===== config.mk =====
export PLATFORM = sky130hd
export DESIGN_NAME = smsc_core
export DESIGN_NICKNAME = d
export VERILOG_FILES = /design/src/rtl/smsc_pkg.sv /design/src/rtl/smsc_core.sv
export SDC_FILE = /design/constraint.sdc
export NUM_CORES = 1
export LEC_CHECK = 0
export ABC_AREA = 1
export BUFFER_PORTS_ARGS = -buffer_cell sky130_fd_sc_hd__buf_2
export CAP_MARGIN = 25
export CORE_ASPECT_RATIO = 0.6
export CORE_MARGIN = 5
export CORE_UTILIZATION = 41
export DETAILED_ROUTE_END_ITERATION = 12
export PLACE_DENSITY = 0.59
export SLEW_MARGIN = 30
export SYNTH_ARGS = -nofsm -noshare
export SYNTH_HDL_FRONTEND = slang
export SYNTH_SLANG_ARGS = --single-unit

===== constraint.sdc =====
create_clock -name mclk -period 4.12 [get_ports mclk]
set_input_delay 0.824 -clock mclk [delete_from_list [all_inputs] [get_ports mclk]]
set_output_delay 0.824 -clock mclk [all_outputs]
set_load 0.01 [all_outputs]

===== src/rtl/smsc_pkg.sv =====
// Purpose: shared constants and types for the serial shift core
// Assumes: one clock, mclk at 200 MHz
// Notes: per-select settings travel as one packed struct
package smsc_pkg;
  localparam int DATA_W = 16;
  localparam int FIFO_DEPTH = 8;
  localparam int NUM_CS = 2;
  localparam logic [4:0] BASE_LEN = 5'h08;
  localparam logic [3:0] MAX_EXTRA = 4'h8;
  localparam logic [7:0] DIV_RESET = 8'h00;
  localparam int CLK_MHZ = 200;
  localparam int DLY_UNIT_NS = 160;
  localparam int DLY_UNIT_CYC = (DLY_UNIT_NS * CLK_MHZ) / 1000;
  localparam logic [DATA_W-1:0] DUMMY_WORD = 16'hffff;
  // pin index in the synchroniser bank
  localparam int PIN_SCK = 0;
  localparam int PIN_MOSI = 1;
  localparam int PIN_MISO = 2;
  localparam int PIN_CS0 = 3;
  localparam int NUM_SYNC = 4;
  // status flag positions
  localparam int ST_TX_EMPTY = 0;
  localparam int ST_XFER_DONE = 1;
  localparam int ST_RX_FULL = 2;
  localparam int ST_OVR = 3;
  typedef struct packed {
    logic clock_idle_level_bit;
    logic clock_phase_bit;
    logic [3:0] extra_bits;
    logic [7:0] baud_divider;
    logic [7:0] inter_transfer_delay;
  } smsc_cs_cfg_t;
  typedef struct packed {
    logic overrun_flag;
    logic receive_full_flag;
    logic transfer_complete_flag;
    logic transmit_empty_flag;
  } smsc_status_t;
  typedef enum logic [1:0] {M_IDLE, M_SHIFT, M_DELAY} smsc_mstate_t;
endpackage : smsc_pkg


===== src/rtl/smsc_core.sv =====
// Purpose: serial shift engine, master or slave, with transmit fifo
// Assumes: pins pass a three-flop filter; miso lags four cycles, so divider of 10 or more
// Notes: registers are plain ports; fifo feeds the transmit holding register
`timescale 1ns/1ps

// transmit word fifo
module smsc_fifo #(
  parameter int WIDTH = 16,
  parameter int DEPTH = 8
) (
  input wire logic mclk,
  input wire logic sys_rst,
  input wire logic [WIDTH-1:0] in_data,
  input wire logic in_valid,
  output logic in_ready,
  output logic [WIDTH-1:0] out_data,
  output logic out_valid,
  input wire logic out_ready
);
  localparam int AW = $clog2(DEPTH);
  logic [WIDTH-1:0] mem [DEPTH];
  logic [AW-1:0] wptr;
  logic [AW-1:0] rptr;
  logic [AW:0] count;
  logic push;
  logic pop;

  // handshakes
  assign in_ready = (count != (AW+1)'(DEPTH));
  assign out_valid = (count != '0);
  assign push = in_valid && in_ready;
  assign pop = out_valid && out_ready;
  assign out_data = mem[rptr];

  // storage
  always_ff @(posedge mclk)
  begin
    if (push)
      mem[wptr] <= in_data;
  end

  // pointers and fill level
  always_ff @(posedge mclk)
  begin
    if (sys_rst)
    begin
      wptr <= '0;
      rptr <= '0;
      count <= '0;
    end
    else
    begin
      if (push)
        wptr <= (wptr == AW'(DEPTH - 1)) ? '0 : wptr + AW'(1);
      if (pop)
        rptr <= (rptr == AW'(DEPTH - 1)) ? '0 : rptr + AW'(1);
      count <= count + (AW+1)'(push) - (AW+1)'(pop);
    end
  end
endmodule : smsc_fifo

// shift engine
module smsc_core (
  input wire logic mclk,
  input wire logic sys_rst,
  input wire logic enable_command,
  input wire logic master_select_bit,
  input wire logic wait_read_before_transfer,
  input wire logic peripheral_select_field,
  input wire smsc_pkg::smsc_cs_cfg_t [1:0] cs_cfg,
  input wire logic [15:0] tx_data,
  input wire logic tx_valid,
  output logic tx_ready,
  input wire logic rx_read,
  input wire logic status_read,
  output logic [15:0] receive_holding_reg,
  output smsc_pkg::smsc_status_t status_reg,
  input wire logic [3:0] irq_enable,
  output logic irq,
  output logic tx_dma_req,
  output logic rx_dma_req,
  input wire logic serial_clock_pin_i,
  output logic serial_clock_pin_o,
  output logic serial_clock_pin_oe_n,
  input wire logic mosi_i,
  output logic mosi_o,
  output logic mosi_oe_n,
  input wire logic miso_i,
  output logic miso_o,
  output logic miso_oe_n,
  input wire logic chip_select_zero_i,
  output logic chip_select_zero_o,
  output logic chip_select_zero_oe_n,
  output logic chip_select_one_o,
  output logic chip_select_one_oe_n
);
  // word length minus one, 7..15
  function automatic logic [3:0] msb_idx(input logic [3:0] extra);
    logic [4:0] len;
    len = smsc_pkg::BASE_LEN + 5'((extra > smsc_pkg::MAX_EXTRA) ? smsc_pkg::MAX_EXTRA : extra);
    return 4'(len - 5'h01);
  endfunction : msb_idx

  // half period lengths; a divider of 1 is stretched to 2
  function automatic logic [7:0] half_len(input logic [7:0] div, input logic lead);
    logic [7:0] lo;
    lo = div >> 1;
    if (lo == 8'h00)
      lo = 8'h01;
    return lead ? ((div - lo == 8'h00) ? 8'h01 : div - lo) : lo;
  endfunction : half_len

  logic en;
  logic en_q;
  logic master;
  logic [3:0] s1;
  logic [3:0] s2;
  logic [3:0] s3;
  logic [3:0] f;
  logic [3:0] fp;
  smsc_pkg::smsc_mstate_t state;
  logic sel_q;
  logic sel_now;
  smsc_pkg::smsc_cs_cfg_t cfg;
  logic [3:0] msb;
  logic [7:0] hcnt;
  logic [15:0] dcnt;
  logic sclk_q;
  logic m_lead;
  logic m_trail;
  logic s_lead;
  logic s_trail;
  logic lead;
  logic trail;
  logic din;
  logic slave_sel;
  logic [15:0] sh;
  logic [15:0] next_sh;
  logic [15:0] len_mask;
  logic cap;
  logic [3:0] bitcnt;
  logic word_done;
  logic m_load;
  logic s_load;
  logic load;
  logic [15:0] hold;
  logic tx_full;
  logic [15:0] f_data;
  logic f_valid;
  logic xfer_done;
  logic rx_full;
  logic ovr;
  logic [4:0] lead_cnt;

  assign en = enable_command;
  assign master = master_select_bit;

  // pin filter: a level counts once stages two and three agree
  generate
    for (genvar i = 0; i < smsc_pkg::NUM_SYNC; i++)
    begin : g_sync
      logic pin;
      assign pin = (i == smsc_pkg::PIN_SCK) ? serial_clock_pin_i :
                   (i == smsc_pkg::PIN_MOSI) ? mosi_i :
                   (i == smsc_pkg::PIN_MISO) ? miso_i : chip_select_zero_i;
      always_ff @(posedge mclk)
      begin
        if (sys_rst)
        begin
          s1[i] <= 1'b1;
          s2[i] <= 1'b1;
          s3[i] <= 1'b1;
          f[i] <= 1'b1;
          fp[i] <= 1'b1;
        end
        else
        begin
          s1[i] <= pin;
          s2[i] <= s1[i];
          s3[i] <= s2[i];
          if (s2[i] == s3[i])
            f[i] <= s3[i];
          fp[i] <= f[i];
        end
      end
    end
  endgenerate

  // active settings: slave always uses select zero settings
  assign sel_now = (state == smsc_pkg::M_IDLE) ? peripheral_select_field : sel_q;
  assign cfg = master ? cs_cfg[sel_now] : cs_cfg[0];
  assign msb = msb_idx(cfg.extra_bits);
  assign len_mask = 16'hffff >> (4'hf - msb);

  // edge sources: divider as master, pin edges as slave
  assign m_lead = (state == smsc_pkg::M_SHIFT) && (hcnt == 8'h01) &&
                  (sclk_q == cfg.clock_idle_level_bit);
  assign m_trail = (state == smsc_pkg::M_SHIFT) && (hcnt == 8'h01) &&
                   (sclk_q != cfg.clock_idle_level_bit);
  assign slave_sel = en && !master && !f[smsc_pkg::PIN_CS0];
  assign s_lead = slave_sel && (f[smsc_pkg::PIN_SCK] != fp[smsc_pkg::PIN_SCK]) &&
                  (fp[smsc_pkg::PIN_SCK] == cfg.clock_idle_level_bit);
  assign s_trail = slave_sel && (f[smsc_pkg::PIN_SCK] != fp[smsc_pkg::PIN_SCK]) &&
                   (fp[smsc_pkg::PIN_SCK] != cfg.clock_idle_level_bit);
  assign lead = master ? m_lead : s_lead;
  assign trail = master ? m_trail : s_trail;
  assign din = master ? f[smsc_pkg::PIN_MISO] : f[smsc_pkg::PIN_MOSI];
  assign word_done = trail && (bitcnt == msb);

  // load conditions
  assign m_load = en && master && (state == smsc_pkg::M_IDLE) && tx_full &&
                  !(wait_read_before_transfer && rx_full) &&
                  (cfg.baud_divider != smsc_pkg::DIV_RESET);
  assign s_load = slave_sel && ((fp[smsc_pkg::PIN_CS0] && !f[smsc_pkg::PIN_CS0]) || word_done);
  assign load = m_load || s_load;
  assign next_sh = {sh[14:0], cfg.clock_phase_bit ? cap : din};

  // master sequencer
  always_ff @(posedge mclk)
  begin
    if (sys_rst || !en || !master)
    begin
      state <= smsc_pkg::M_IDLE;
      hcnt <= 8'h00;
      dcnt <= 16'h0000;
      sel_q <= 1'b0;
    end
    else
    begin
      case (state)
        smsc_pkg::M_IDLE:
        begin
          if (m_load)
          begin
            state <= smsc_pkg::M_SHIFT;
            sel_q <= peripheral_select_field;
            hcnt <= half_len(cfg.baud_divider, 1'b1);
          end
        end
        smsc_pkg::M_SHIFT:
        begin
          if (word_done)
          begin
            if (cfg.inter_transfer_delay != 8'h00)
            begin
              state <= smsc_pkg::M_DELAY;
              dcnt <= 16'(cfg.inter_transfer_delay * smsc_pkg::DLY_UNIT_CYC);
            end
            else
              state <= smsc_pkg::M_IDLE;
          end
          else if (hcnt == 8'h01)
            hcnt <= half_len(cfg.baud_divider, sclk_q != cfg.clock_idle_level_bit);
          else
            hcnt <= hcnt - 8'h01;
        end
        smsc_pkg::M_DELAY:
        begin
          if (dcnt <= 16'h0001)
            state <= smsc_pkg::M_IDLE;
          else
            dcnt <= dcnt - 16'h0001;
        end
        default:
          state <= smsc_pkg::M_IDLE;
      endcase
    end
  end

  // serial clock, one pulse per bit
  always_ff @(posedge mclk)
  begin
    if (sys_rst)
      sclk_q <= 1'b0;
    else if (state != smsc_pkg::M_SHIFT)
      sclk_q <= cfg.clock_idle_level_bit;
    else if (m_lead || m_trail)
      sclk_q <= !sclk_q;
  end

  // shift register and bit counter
  always_ff @(posedge mclk)
  begin
    if (sys_rst || !en)
    begin
      sh <= 16'h0000;
      cap <= 1'b0;
      bitcnt <= 4'h0;
      mosi_o <= 1'b1;
      miso_o <= 1'b1;
    end
    else if (load)
    begin
      sh <= tx_full ? hold : smsc_pkg::DUMMY_WORD;
      bitcnt <= 4'h0;
      if (cfg.clock_phase_bit)
      begin
        mosi_o <= tx_full ? hold[msb] : 1'b1;
        miso_o <= tx_full ? hold[msb] : 1'b1;
      end
    end
    else if (lead)
    begin
      if (cfg.clock_phase_bit)
        cap <= din;
      else
      begin
        mosi_o <= sh[msb];
        miso_o <= sh[msb];
      end
    end
    else if (trail)
    begin
      sh <= next_sh;
      bitcnt <= bitcnt + 4'h1;
      if (cfg.clock_phase_bit)
      begin
        mosi_o <= sh[msb - 4'h1];
        miso_o <= sh[msb - 4'h1];
      end
    end
  end

  // transmit fifo in front of the holding register
  smsc_fifo #(
    .WIDTH(smsc_pkg::DATA_W),
    .DEPTH(smsc_pkg::FIFO_DEPTH)
  ) u_fifo (
    .mclk(mclk),
    .sys_rst(sys_rst),
    .in_data(tx_data),
    .in_valid(tx_valid),
    .in_ready(tx_ready),
    .out_data(f_data),
    .out_valid(f_valid),
    .out_ready(en && !tx_full)
  );

  // transmit holding register
  always_ff @(posedge mclk)
  begin
    if (sys_rst)
    begin
      hold <= 16'h0000;
      tx_full <= 1'b0;
    end
    else if (load && tx_full)
      tx_full <= 1'b0;
    else if (en && f_valid && !tx_full)
    begin
      hold <= f_data;
      tx_full <= 1'b1;
    end
  end

  // transfer-complete flag
  always_ff @(posedge mclk)
  begin
    en_q <= sys_rst ? 1'b0 : en;
    if (sys_rst || !en)
      xfer_done <= 1'b0;
    else if (!en_q)
      xfer_done <= 1'b1;
    else if (load && tx_full)
      xfer_done <= 1'b0;
    else if (master && !tx_full && ((state == smsc_pkg::M_DELAY && dcnt <= 16'h0001) ||
             (word_done && cfg.inter_transfer_delay == 8'h00)))
      xfer_done <= 1'b1;
    else if (!master && word_done && !tx_full)
      xfer_done <= 1'b1;
  end

  // receive register, full and overrun; a set beats a same-cycle clear
  always_ff @(posedge mclk)
  begin
    if (sys_rst)
    begin
      receive_holding_reg <= 16'h0000;
      rx_full <= 1'b0;
      ovr <= 1'b0;
    end
    else
    begin
      if (word_done)
      begin
        receive_holding_reg <= next_sh & len_mask;
        rx_full <= 1'b1;
      end
      else if (rx_read)
        rx_full <= 1'b0;
      if (word_done && rx_full && !rx_read)
        ovr <= 1'b1;
      else if (status_read)
        ovr <= 1'b0;
    end
  end

  // status, dma and interrupt
  assign status_reg = '{overrun_flag: ovr, receive_full_flag: rx_full,
                        transfer_complete_flag: xfer_done, transmit_empty_flag: en_q && !tx_full};
  assign tx_dma_req = status_reg.transmit_empty_flag;
  assign rx_dma_req = rx_full;
  always_ff @(posedge mclk)
  begin
    irq <= sys_rst ? 1'b0 : |(status_reg & irq_enable);
  end

  // pin drive; enable low means driving
  always_ff @(posedge mclk)
  begin
    if (sys_rst)
    begin
      chip_select_zero_o <= 1'b1;
      chip_select_one_o <= 1'b1;
      serial_clock_pin_oe_n <= 1'b1;
      mosi_oe_n <= 1'b1;
      miso_oe_n <= 1'b1;
      chip_select_zero_oe_n <= 1'b1;
      chip_select_one_oe_n <= 1'b1;
    end
    else
    begin
      chip_select_zero_o <= !((m_load && !peripheral_select_field) ||
                              (state == smsc_pkg::M_SHIFT && !word_done && !sel_q));
      chip_select_one_o <= !((m_load && peripheral_select_field) ||
                             (state == smsc_pkg::M_SHIFT && !word_done && sel_q));
      serial_clock_pin_oe_n <= !(en && master);
      mosi_oe_n <= !(en && master);
      chip_select_zero_oe_n <= !(en && master);
      chip_select_one_oe_n <= !(en && master);
      miso_oe_n <= !slave_sel;
    end
  end
  assign serial_clock_pin_o = sclk_q;

  // leading edges seen in the current word
  always_ff @(posedge mclk)
  begin
    if (sys_rst || load)
      lead_cnt <= 5'h00;
    else if (lead)
      lead_cnt <= lead_cnt + 5'h01;
  end
endmodule : smsc_core


==> flow_results.xml, run 1 <==
<?xml version="1.0" encoding="UTF-8"?>
<metrics>
  <group name="place">
    <metric name="place.gp.congestion" unit="">0.944</metric>
    <metric name="port-buffer-count" unit="">110</metric>
    <metric name="place.detailed.hpwl" unit="um">22800</metric>
  </group>
  <group name="floorplanning">
    <metric name="die_height" unit="um">142</metric>
    <metric name="std_cell_rows" unit="">48</metric>
    <metric name="design.core.area" unit="sq um">28600</metric>
    <metric name="start_util" unit="%">41.4</metric>
    <metric name="die_width" unit="um">229</metric>
    <metric name="floorplan.die_area" unit="sq um">32500</metric>
    <metric name="top_level_ports" unit="">111</metric>
  </group>
  <group name="worst_setup_path">
    <metric name="crit_family" unit="">simple AND/OR/NAND/NOR gates</metric>
    <metric name="destination_of_the_worst_register_to_register_timing_path" unit="">hcnt[0]$_SDFFE_PP0P_</metric>
    <metric name="crit_cells" unit="">21</metric>
    <metric name="ff2ff_path_depth" unit="">21</metric>
    <metric name="start_kind" unit="">flip-flop</metric>
    <metric name="worst-setup-path-type" unit="">reg2reg</metric>
    <metric name="regToRegStartpoint" unit="">state[0]$_SDFFE_PP0P_</metric>
    <metric name="critPathMaxStageDelay" unit="ns">0.41</metric>
    <metric name="slowest_stage" unit="">sky130_fd_sc_hd__fa_1</metric>
    <metric name="timing.critical_path.required" unit="ns">4.55</metric>
    <metric name="timing.critical_path.buf_inv" unit="">2</metric>
    <metric name="critPathCapture" unit="">hcnt[0]$_SDFFE_PP0P_</metric>
    <metric name="critical_path_arrival" unit="ns">4.14</metric>
    <metric name="reg2reg_slack" unit="ns">0.40</metric>
    <metric name="crit_fanout" unit="">13</metric>
    <metric name="critPathCaptureType" unit="">flip-flop</metric>
    <metric name="critical_path.cell_chain" unit="">o21ai_4, nand3_4, inv_2, nand2_1, nand2_1, inv_1, ha_1, nand2_1, o21ai_0, ha_1, fa_1, o21ai_0, a21oi_1, or2_2, nand2_1, xor2_1, nor2_1, nand3_1, a21oi_1, nor2_1, nor2_1</metric>
    <metric name="cp-startpoint" unit="">state[0]$_SDFFE_PP0P_</metric>
    <metric name="cpMostUsedCell" unit="">sky130_fd_sc_hd__nand2_1</metric>
  </group>
  <group name="outcome">
    <metric name="outcome" unit="">completed</metric>
  </group>
  <group name="sta">
    <metric name="rsz0062_at_grt" unit="">no</metric>
    <metric name="slew-limit-headroom" unit="%">48.8</metric>
    <metric name="final_max_tran_viols" unit="">0</metric>
    <metric name="skew" unit="ns">0.0113</metric>
    <metric name="fmax" unit="MHz">269</metric>
    <metric name="setup_total_negative_slack" unit="ns">0</metric>
    <metric name="finalHoldViolCount" unit="">0</metric>
    <metric name="worst-slew-pin-transition" unit="ns">0.767</metric>
    <metric name="fin_crit_sh" unit="%">90.2</metric>
    <metric name="min_period" unit="ns">3.72</metric>
    <metric name="finalSetupViolations" unit="">0</metric>
    <metric name="final.hold.worst_slack" unit="ns">0.412</metric>
  </group>
  <group name="drt">
    <metric name="postRouteWirelength" unit="um">32300</metric>
    <metric name="dr_total_vias" unit="">9829</metric>
    <metric name="drt_first_iter_violations" unit="">803</metric>
    <metric name="detail_route.vias_per_cell" unit="">5.28</metric>
    <metric name="drt_pre_antenna_iters" unit="">5</metric>
    <metric name="drt.antenna.violating_nets" unit="">0</metric>
    <metric name="routedWlPerCell" unit="um">17.3</metric>
    <metric name="detail_route.drc_violations" unit="">0</metric>
  </group>
  <group name="layout">
    <metric name="layout-drive-gt1-share" unit="%">16.9</metric>
    <metric name="largest_register_ff_count" unit="">128</metric>
    <metric name="layout.nets" unit="">1575</metric>
    <metric name="mostFrequentLayoutCells" unit="">219 x sky130_fd_sc_hd__nand2_1, 197 x sky130_fd_sc_hd__nor2_1, 159 x sky130_fd_sc_hd__o21ai_0, 128 x sky130_fd_sc_hd__edfxtp_1, 119 x sky130_fd_sc_hd__dfxtp_1</metric>
    <metric name="nFillCells" unit="">2794</metric>
    <metric name="antenna_cells_inserted" unit="">0</metric>
    <metric name="mostFrequentLayoutCell" unit="">sky130_fd_sc_hd__nand2_1</metric>
    <metric name="areaGrowthSynthToFinish" unit="%">15.1</metric>
    <metric name="max_flop_register" unit="">u_fifo.mem</metric>
  </group>
  <group name="clock_network">
    <metric name="clkSinkCount" unit="">248</metric>
    <metric name="cts_buf_count" unit="">25</metric>
    <metric name="clock_pin_slew_of_the_registers_on_the_worst_case_setup_and_hold_paths" unit="ns">0.07</metric>
    <metric name="cts_setup_buffers" unit="">0</metric>
    <metric name="hold_buffers" unit="">0</metric>
    <metric name="tritoncts_clock_tree" unit="">done</metric>
    <metric name="insertion_delay" unit="ns">0.54</metric>
    <metric name="cts_root_buffer" unit="">sky130_fd_sc_hd__clkbuf_16</metric>
    <metric name="htree_levels" unit="">1</metric>
    <metric name="cts.repair.resized" unit="">0</metric>
    <metric name="ctsLongestPathBuffers" unit="">3</metric>
  </group>
  <group name="power_and_ir_drop">
    <metric name="p_per_area" unit="nW/um^2">479</metric>
    <metric name="cellLeakagePower" unit="nW">5.47</metric>
    <metric name="largest_vdd_supply_drop" unit="mV">0.282</metric>
  </group>
  <group name="hold_path">
    <metric name="kind_of_path_behind_the_tightest_hold_check" unit="">reg2reg</metric>
  </group>
  <group name="synth">
    <metric name="synthArstFlopShare" unit="%">0</metric>
    <metric name="syn-cell-area" unit="sq um">11800</metric>
    <metric name="synthFlopType" unit="">sky130_fd_sc_hd__edfxtp_1</metric>
    <metric name="avgSynthCellArea" unit="sq um">8.71</metric>
    <metric name="synthDominantAreaCellType" unit="">sky130_fd_sc_hd__edfxtp_1</metric>
    <metric name="netlist_instances" unit="">1358</metric>
    <metric name="count_of_state_elements_after_synthesis" unit="">248</metric>
    <metric name="synth_top_area_share" unit="%">32.5</metric>
    <metric name="seq_area_frac_synth" unit="%">52.8</metric>
    <metric name="synth.distinct_cells" unit="">51</metric>
    <metric name="synth_warnings" unit="">0</metric>
    <metric name="synth.top_cells.by_area" unit="">sky130_fd_sc_hd__edfxtp_1 32%, sky130_fd_sc_hd__dfxtp_1 20%, sky130_fd_sc_hd__nand2_1 6.9%</metric>
    <metric name="synth_edf_count" unit="">128</metric>
    <metric name="nets_in_the_synthesized_netlist" unit="">1466</metric>
  </group>
  <group name="global_routing">
    <metric name="first_global_vias" unit="">8967</metric>
    <metric name="grt_pass1_wl" unit="um">50500</metric>
    <metric name="grt.total_usage" unit="%">19.3</metric>
    <metric name="grt-ovfl-total" unit="">0</metric>
    <metric name="antenna_found_initial" unit="">0</metric>
    <metric name="grt_max_degree" unit="">67</metric>
  </group>
  <group name="run">
    <metric name="number_of_max_cap_violations" unit="">0</metric>
  </group>
</metrics>
-- report_power, final --
group	switching, mW	internal, mW	total (mW)
logic	0.934	0.482	1.42
clock network	0.982	1.22	2.20
registers	0.133	2.78	2.91
total	2.05	4.48	6.53
-- logic make-up after synthesis --
kind of cell,count (synthesis),synth area share [%]
AO/OA/AOI/OAI,342,16.7
XOR/XNOR,18,1.33
adder cells (fa/ha/maj),31,3.40
buffers and inverters,178,6.22
flip-flops,248,52.8
multiplexers,1,0.0846
AND/OR/NAND/NOR,540,19.5
-- cell type report --
cell class                      instances  area (sq um)  area share, %
Tap cell                              375           469           3.44
Timing Repair Buffer                  150           851           6.25
Clock inverter                         12          78.8          0.579
Inverter                              110           413           3.03
Multi-Input combinational cell        932          4850           35.6
Sequential cell                       248          6250           45.9
Clock buffer                           34           711           5.22
-- how the worst min path moves through the flow --
stage,startpoint,cells past startpoint,to
detailed placement,s1[1]$_SDFF_PP1_,1,s2[1]$_SDFF_PP1_
CTS,s1[1]$_SDFF_PP1_,1,s2[1]$_SDFF_PP1_
floorplan,s1[0]$_SDFF_PP1_,1,s2[0]$_SDFF_PP1_
finish,s1[1]$_SDFF_PP1_,1,s2[1]$_SDFF_PP1_
global placement,s1[2]$_SDFF_PP1_,1,s2[2]$_SDFF_PP1_
global route,s1[2]$_SDFF_PP1_,1,s2[2]$_SDFF_PP1_
-- per-stage QoR --
stage          util (%)  setup WS, ns  cells  total power, mW  instance area (sq um)
3_5_place_dp       44.9        0.0248   1815             4.36                  12800
3_3_place_gp       44.9        0.0977   1815             4.35                  12800
2_1_floorplan         -         0.433   1358             3.89                  11800
6_report           47.7         0.404   1861             6.53                  13600
5_1_grt            47.7        0.0608   1861             6.87                  13600
4_1_cts            47.6         0.443   1861             6.55                  13600
-- cells in the mapped netlist, types with 7 or more instances --
cell type / number
sky130_fd_sc_hd__nand3_1: 44
sky130_fd_sc_hd__a211oi_1: 12
sky130_fd_sc_hd__inv_2: 7
sky130_fd_sc_hd__nor2_1: 198
sky130_fd_sc_hd__ha_1: 29
sky130_fd_sc_hd__clkbuf_1: 44
sky130_fd_sc_hd__inv_1: 101
sky130_fd_sc_hd__nor3_1: 11
sky130_fd_sc_hd__nand4_1: 15
sky130_fd_sc_hd__a21oi_1: 73
sky130_fd_sc_hd__o221ai_1: 17
sky130_fd_sc_hd__nand2_2: 8
sky130_fd_sc_hd__o211ai_1: 19
sky130_fd_sc_hd__edfxtp_1: 128
sky130_fd_sc_hd__o21ai_2: 7
sky130_fd_sc_hd__buf_4: 12
sky130_fd_sc_hd__dfxtp_1: 120
sky130_fd_sc_hd__o22ai_1: 28
sky130_fd_sc_hd__or2_2: 25
sky130_fd_sc_hd__nand2_1: 219
sky130_fd_sc_hd__xor2_1: 13
sky130_fd_sc_hd__o21ai_0: 159
sky130_fd_sc_hd__o21ai_1: 13
-- layer usage --
metal / vias to the layer above / global-route usage [%] / part of all wire [%] / wire length [um]
li1: 4884 / - / - / -
met1: 4598 / 31.0 / 50 / 16200
met2: 302 / 26.8 / 40 / 13000
met3: 45 / 3.36 / 7.3 / 2340
met4: 0 / 4.55 / 2.2 / 723
met5: - / 0 / 0 / 0
-- worst reg2reg max path, cell delays in order (launching register included) --
cell and delay [ns]:
sky130_fd_sc_hd__dfxtp_1 0.39, sky130_fd_sc_hd__o21ai_4 0.27, sky130_fd_sc_hd__nand3_4 0.23, sky130_fd_sc_hd__inv_2 0.12, sky130_fd_sc_hd__nand2_1 0.05, sky130_fd_sc_hd__nand2_1 0.09, sky130_fd_sc_hd__inv_1 0.06, sky130_fd_sc_hd__ha_1 0.18
sky130_fd_sc_hd__nand2_1 0.08, sky130_fd_sc_hd__o21ai_0 0.12, sky130_fd_sc_hd__ha_1 0.23, sky130_fd_sc_hd__fa_1 0.41, sky130_fd_sc_hd__o21ai_0 0.27, sky130_fd_sc_hd__a21oi_1 0.10, sky130_fd_sc_hd__or2_2 0.27, sky130_fd_sc_hd__nand2_1 0.07
sky130_fd_sc_hd__xor2_1 0.28, sky130_fd_sc_hd__nor2_1 0.08, sky130_fd_sc_hd__nand3_1 0.09, sky130_fd_sc_hd__a21oi_1 0.07, sky130_fd_sc_hd__nor2_1 0.09, sky130_fd_sc_hd__nor2_1 0.05
Power figures use the tool's default switching activity.
==> inputs of run 2 (changes only) <==
--- a/config.mk
+++ b/config.mk
@@ -5,7 +5,7 @@
 export SDC_FILE = /design/constraint.sdc
 export NUM_CORES = 1
 export LEC_CHECK = 0
-export ABC_AREA = 1
+export ABC_CLOCK_PERIOD_IN_PS = 4120
 export BUFFER_PORTS_ARGS = -buffer_cell sky130_fd_sc_hd__buf_2
 export CAP_MARGIN = 25
 export CORE_ASPECT_RATIO = 0.6
==> run 2 against run 1 <==
  * Power shrank 4.2%
  * Critical path depth down 5
  * Clock power about the same
  * Sequential power is essentially flat
  * First-iteration DRC count increased by 3.0%
  * Maximum frequency shrank 2.8%
  * Wire length down 4.2%
  * Critical path type unchanged
  * Critical endpoint is now miso_o$_SDFFE_PP1P_
  * Largest power group unchanged
==> flow_results.xml, run 2 <==
<?xml version="1.0" encoding="UTF-8"?>
<metrics>
  <group name="hold_path">
    <metric name="kind_of_path_behind_the_tightest_hold_check" unit="">reg2reg</metric>
  </group>
  <group name="clock_network">
    <metric name="cts_root_buffer" unit="">sky130_fd_sc_hd__clkbuf_16</metric>
    <metric name="hold_buffers" unit="">0</metric>
    <metric name="insertion_delay" unit="ns">0.54</metric>
    <metric name="cts_buf_count" unit="">24</metric>
    <metric name="ctsLongestPathBuffers" unit="">3</metric>
    <metric name="htree_levels" unit="">1</metric>
    <metric name="clock_pin_slew_of_the_registers_on_the_worst_case_setup_and_hold_paths" unit="ns">0.07</metric>
    <metric name="clkSinkCount" unit="">248</metric>
    <metric name="tritoncts_clock_tree" unit="">done</metric>
  </group>
  <group name="sta">
    <metric name="final_critical_path_setup_slack" unit="ns">0.295</metric>
    <metric name="final.hold.worst_slack" unit="ns">0.409</metric>
    <metric name="min_period" unit="ns">3.82</metric>
    <metric name="skew" unit="ns">0.0172</metric>
    <metric name="finalHoldViolCount" unit="">0</metric>
    <metric name="worst-slew-pin-transition" unit="ns">0.783</metric>
    <metric name="fin_crit_sh" unit="%">92.8</metric>
    <metric name="finalSetupViolations" unit="">0</metric>
    <metric name="final_max_tran_viols" unit="">0</metric>
    <metric name="slew-limit-headroom" unit="%">47.5</metric>
    <metric name="rsz0062_at_grt" unit="">no</metric>
    <metric name="fmax" unit="MHz">261</metric>
  </group>
  <group name="drt">
    <metric name="postRouteWirelength" unit="um">30900</metric>
    <metric name="routedWlPerCell" unit="um">19.6</metric>
    <metric name="met3_length" unit="um">2170</metric>
    <metric name="dr_total_vias" unit="">8728</metric>
    <metric name="drt_first_iter_violations" unit="">827</metric>
    <metric name="met1Wirelength" unit="um">15900</metric>
    <metric name="met2WireLength" unit="um">12500</metric>
    <metric name="detail_route.drc_violations" unit="">0</metric>
    <metric name="detail_route.vias_per_cell" unit="">5.54</metric>
    <metric name="drt.antenna.violating_nets" unit="">0</metric>
    <metric name="highest-signal-layer" unit="">met4</metric>
    <metric name="drt_pre_antenna_iters" unit="">5</metric>
  </group>
  <group name="global_routing">
    <metric name="first_global_vias" unit="">8159</metric>
    <metric name="grt.total_usage" unit="%">18.5</metric>
    <metric name="antenna_found_initial" unit="">0</metric>
    <metric name="grt_pass1_wl" unit="um">48000</metric>
    <metric name="grt_max_degree" unit="">69</metric>
    <metric name="grt-ovfl-total" unit="">0</metric>
  </group>
  <group name="layout">
    <metric name="largest_register_ff_count" unit="">128</metric>
    <metric name="layout-drive-gt1-share" unit="%">23.7</metric>
    <metric name="antenna_cells_inserted" unit="">0</metric>
    <metric name="max_flop_register" unit="">u_fifo.mem</metric>
    <metric name="mostFrequentLayoutCells" unit="">128 x sky130_fd_sc_hd__edfxtp_1, 118 x sky130_fd_sc_hd__dfxtp_1, 110 x sky130_fd_sc_hd__buf_2, 81 x sky130_fd_sc_hd__nor2_1</metric>
    <metric name="mostFrequentLayoutCell" unit="">sky130_fd_sc_hd__edfxtp_1</metric>
    <metric name="areaGrowthSynthToFinish" unit="%">16.6</metric>
    <metric name="postLayoutCellArea" unit="sq um">13900</metric>
    <metric name="finish.cell_count_without_fillers" unit="">1575</metric>
    <metric name="layout.nets" unit="">1290</metric>
  </group>
  <group name="synth">
    <metric name="avgSynthCellArea" unit="sq um">11.3</metric>
    <metric name="count_of_state_elements_after_synthesis" unit="">248</metric>
    <metric name="seq_area_frac_synth" unit="%">52.5</metric>
    <metric name="synthDominantAreaCellType" unit="">sky130_fd_sc_hd__edfxtp_1</metric>
    <metric name="post_synth_most_frequent_cells" unit="">128 x sky130_fd_sc_hd__edfxtp_1, 120 x sky130_fd_sc_hd__dfxtp_1, 82 x sky130_fd_sc_hd__nor2_1</metric>
    <metric name="nets_in_the_synthesized_netlist" unit="">1162</metric>
    <metric name="synth_warnings" unit="">0</metric>
    <metric name="syn-cell-area" unit="sq um">11900</metric>
    <metric name="synth.top_cells.by_area" unit="">sky130_fd_sc_hd__edfxtp_1 32%, sky130_fd_sc_hd__dfxtp_1 20%, sky130_fd_sc_hd__mux4_2 7.8%</metric>
    <metric name="synth.distinct_cells" unit="">80</metric>
    <metric name="synth_edf_count" unit="">128</metric>
    <metric name="netlist_instances" unit="">1054</metric>
    <metric name="synth_top_area_share" unit="%">32.3</metric>
    <metric name="yosys.cell_count.top_type" unit="">sky130_fd_sc_hd__edfxtp_1</metric>
    <metric name="synthArstFlopShare" unit="%">0</metric>
    <metric name="synthFlopType" unit="">sky130_fd_sc_hd__edfxtp_1</metric>
  </group>
  <group name="worst_setup_path">
    <metric name="crit_fanout" unit="">9</metric>
    <metric name="critical_path_arrival" unit="ns">4.30</metric>
    <metric name="critPathCaptureType" unit="">flip-flop</metric>
    <metric name="reg2reg_slack" unit="ns">0.30</metric>
    <metric name="timing.critical_path.required" unit="ns">4.60</metric>
    <metric name="worst-setup-path-type" unit="">reg2reg</metric>
    <metric name="start_kind" unit="">flip-flop</metric>
  </group>
  <group name="floorplanning">
    <metric name="design.core.area" unit="sq um">28600</metric>
    <metric name="std_cell_rows" unit="">48</metric>
    <metric name="die_height" unit="um">142</metric>
    <metric name="top_level_ports" unit="">111</metric>
    <metric name="die_width" unit="um">230</metric>
    <metric name="start_util" unit="%">41.5</metric>
    <metric name="floorplan.die_area" unit="sq um">32600</metric>
  </group>
  <group name="place">
    <metric name="port-buffer-count" unit="">110</metric>
    <metric name="placed_cells_incl_taps" unit="">1531</metric>
    <metric name="pre_cts_slack" unit="ns">-0.0529</metric>
    <metric name="placedInstanceArea" unit="sq um">13100</metric>
    <metric name="place.detailed.hpwl" unit="um">22400</metric>
    <metric name="place.gp.congestion" unit="">0.910</metric>
  </group>
  <group name="power_and_ir_drop">
    <metric name="p_clk_share" unit="%">35.4</metric>
    <metric name="switching_power" unit="mW">1.70</metric>
    <metric name="combinationalPowerShare" unit="%">18.6</metric>
    <metric name="largest_vdd_supply_drop" unit="mV">0.340</metric>
    <metric name="share_seq_of_total_power" unit="%">46.0</metric>
    <metric name="cellLeakagePower" unit="nW">4.99</metric>
    <metric name="p_per_area" unit="nW/um^2">451</metric>
    <metric name="cell_internal_pwr" unit="mW">4.56</metric>
    <metric name="netSwitchingFraction" unit="%">27.1</metric>
  </group>
  <group name="outcome">
    <metric name="outcome" unit="">completed</metric>
  </group>
  <group name="run">
    <metric name="number_of_max_cap_violations" unit="">0</metric>
  </group>
</metrics>
## run 2: what timing repair did
item | CTS | global route
resized for setup | 0 | 1
setup buffers | 0 | 0
endpoints found under the hold margin | 0 | 0
endpoints found under the setup margin | 0 | 2
## run 2: layout make-up
cell class              instances  area (sq um)
flip-flops and latches        248          6250
well taps                     375           469
multi-input cells             701          5220
fillers                      2534         14800
clock inverters                18           176
repair buffers                167           991
inverters                      40           150
clock buffers                  26           608
## run 2: cells by family after synthesis
family | after synthesis | share of synthesized area [%]
DFF | 248 | 52.5
AOI/OAI and AO/OA | 219 | 12.2
xor gates and xnor gates | 19 | 1.40
adders and majority gates | 31 | 3.39
muxes | 83 | 11.3
and+or+nand+nor | 349 | 15.3
buffers and inverters | 105 | 3.84
## run 2: power by group through the flow
stage	logic (mW)	registers, mW	clock network [mW]
after floorplan	0.857	2.86	0
after global placement	1.15	2.93	0
after detailed placement	1.16	2.93	0
after CTS	1.17	2.88	2.26
after global routing	1.29	2.90	2.38
final	1.16	2.88	2.21
## run 2: path summary, 6_finish.rpt
path                                            start                  end  cells after the start
worst min register to register       s1[0]$_SDFF_PP1_     s2[0]$_SDFF_PP1_                      1
worst max register to register  state[0]$_SDFFE_PP0P_  miso_o$_SDFFE_PP1P_                     16
worst min-delay path                 s1[0]$_SDFF_PP1_     s2[0]$_SDFF_PP1_                      1
worst max-delay path            state[0]$_SDFFE_PP0P_  miso_o$_SDFFE_PP1P_                     16
## run 2: worst max-delay path: stages, from the launching register on
cell and delay, ns:
sky130_fd_sc_hd__dfxtp_2 0.48, sky130_fd_sc_hd__nand4bb_1 0.20, sky130_fd_sc_hd__nand2_1 0.25, sky130_fd_sc_hd__nand3b_1 0.18, sky130_fd_sc_hd__o31a_1 0.18, sky130_fd_sc_hd__ha_1 0.17, sky130_fd_sc_hd__inv_1 0.05, sky130_fd_sc_hd__ha_1 0.29
sky130_fd_sc_hd__ha_1 0.33, sky130_fd_sc_hd__nand2b_1 0.22, sky130_fd_sc_hd__o22ai_1 0.10, sky130_fd_sc_hd__a2111oi_0 0.43, sky130_fd_sc_hd__o2111ai_1 0.24, sky130_fd_sc_hd__a211oi_1 0.25, sky130_fd_sc_hd__a21oi_1 0.08, sky130_fd_sc_hd__o211ai_1 0.18
sky130_fd_sc_hd__a21bo_1 0.13
## run 2: through the flow
stage               setup TNS, ns  util (%)  total power [mW]
floorplan                       0         -              3.71
global placement                0      45.6              4.08
detailed placement        -0.0529      45.6              4.10
CTS                             0      48.4              6.31
global route                    0      48.4              6.56
finish                          0      48.4              6.25
## run 2: layer usage
metal | GRT usage (%) | up-vias
met3 | 3.80 | 29
met4 | 2.61 | 0
met5 | 0 | -
met2 | 25.6 | 280
met1 | 30.4 | 4200
li1 | - | 4219
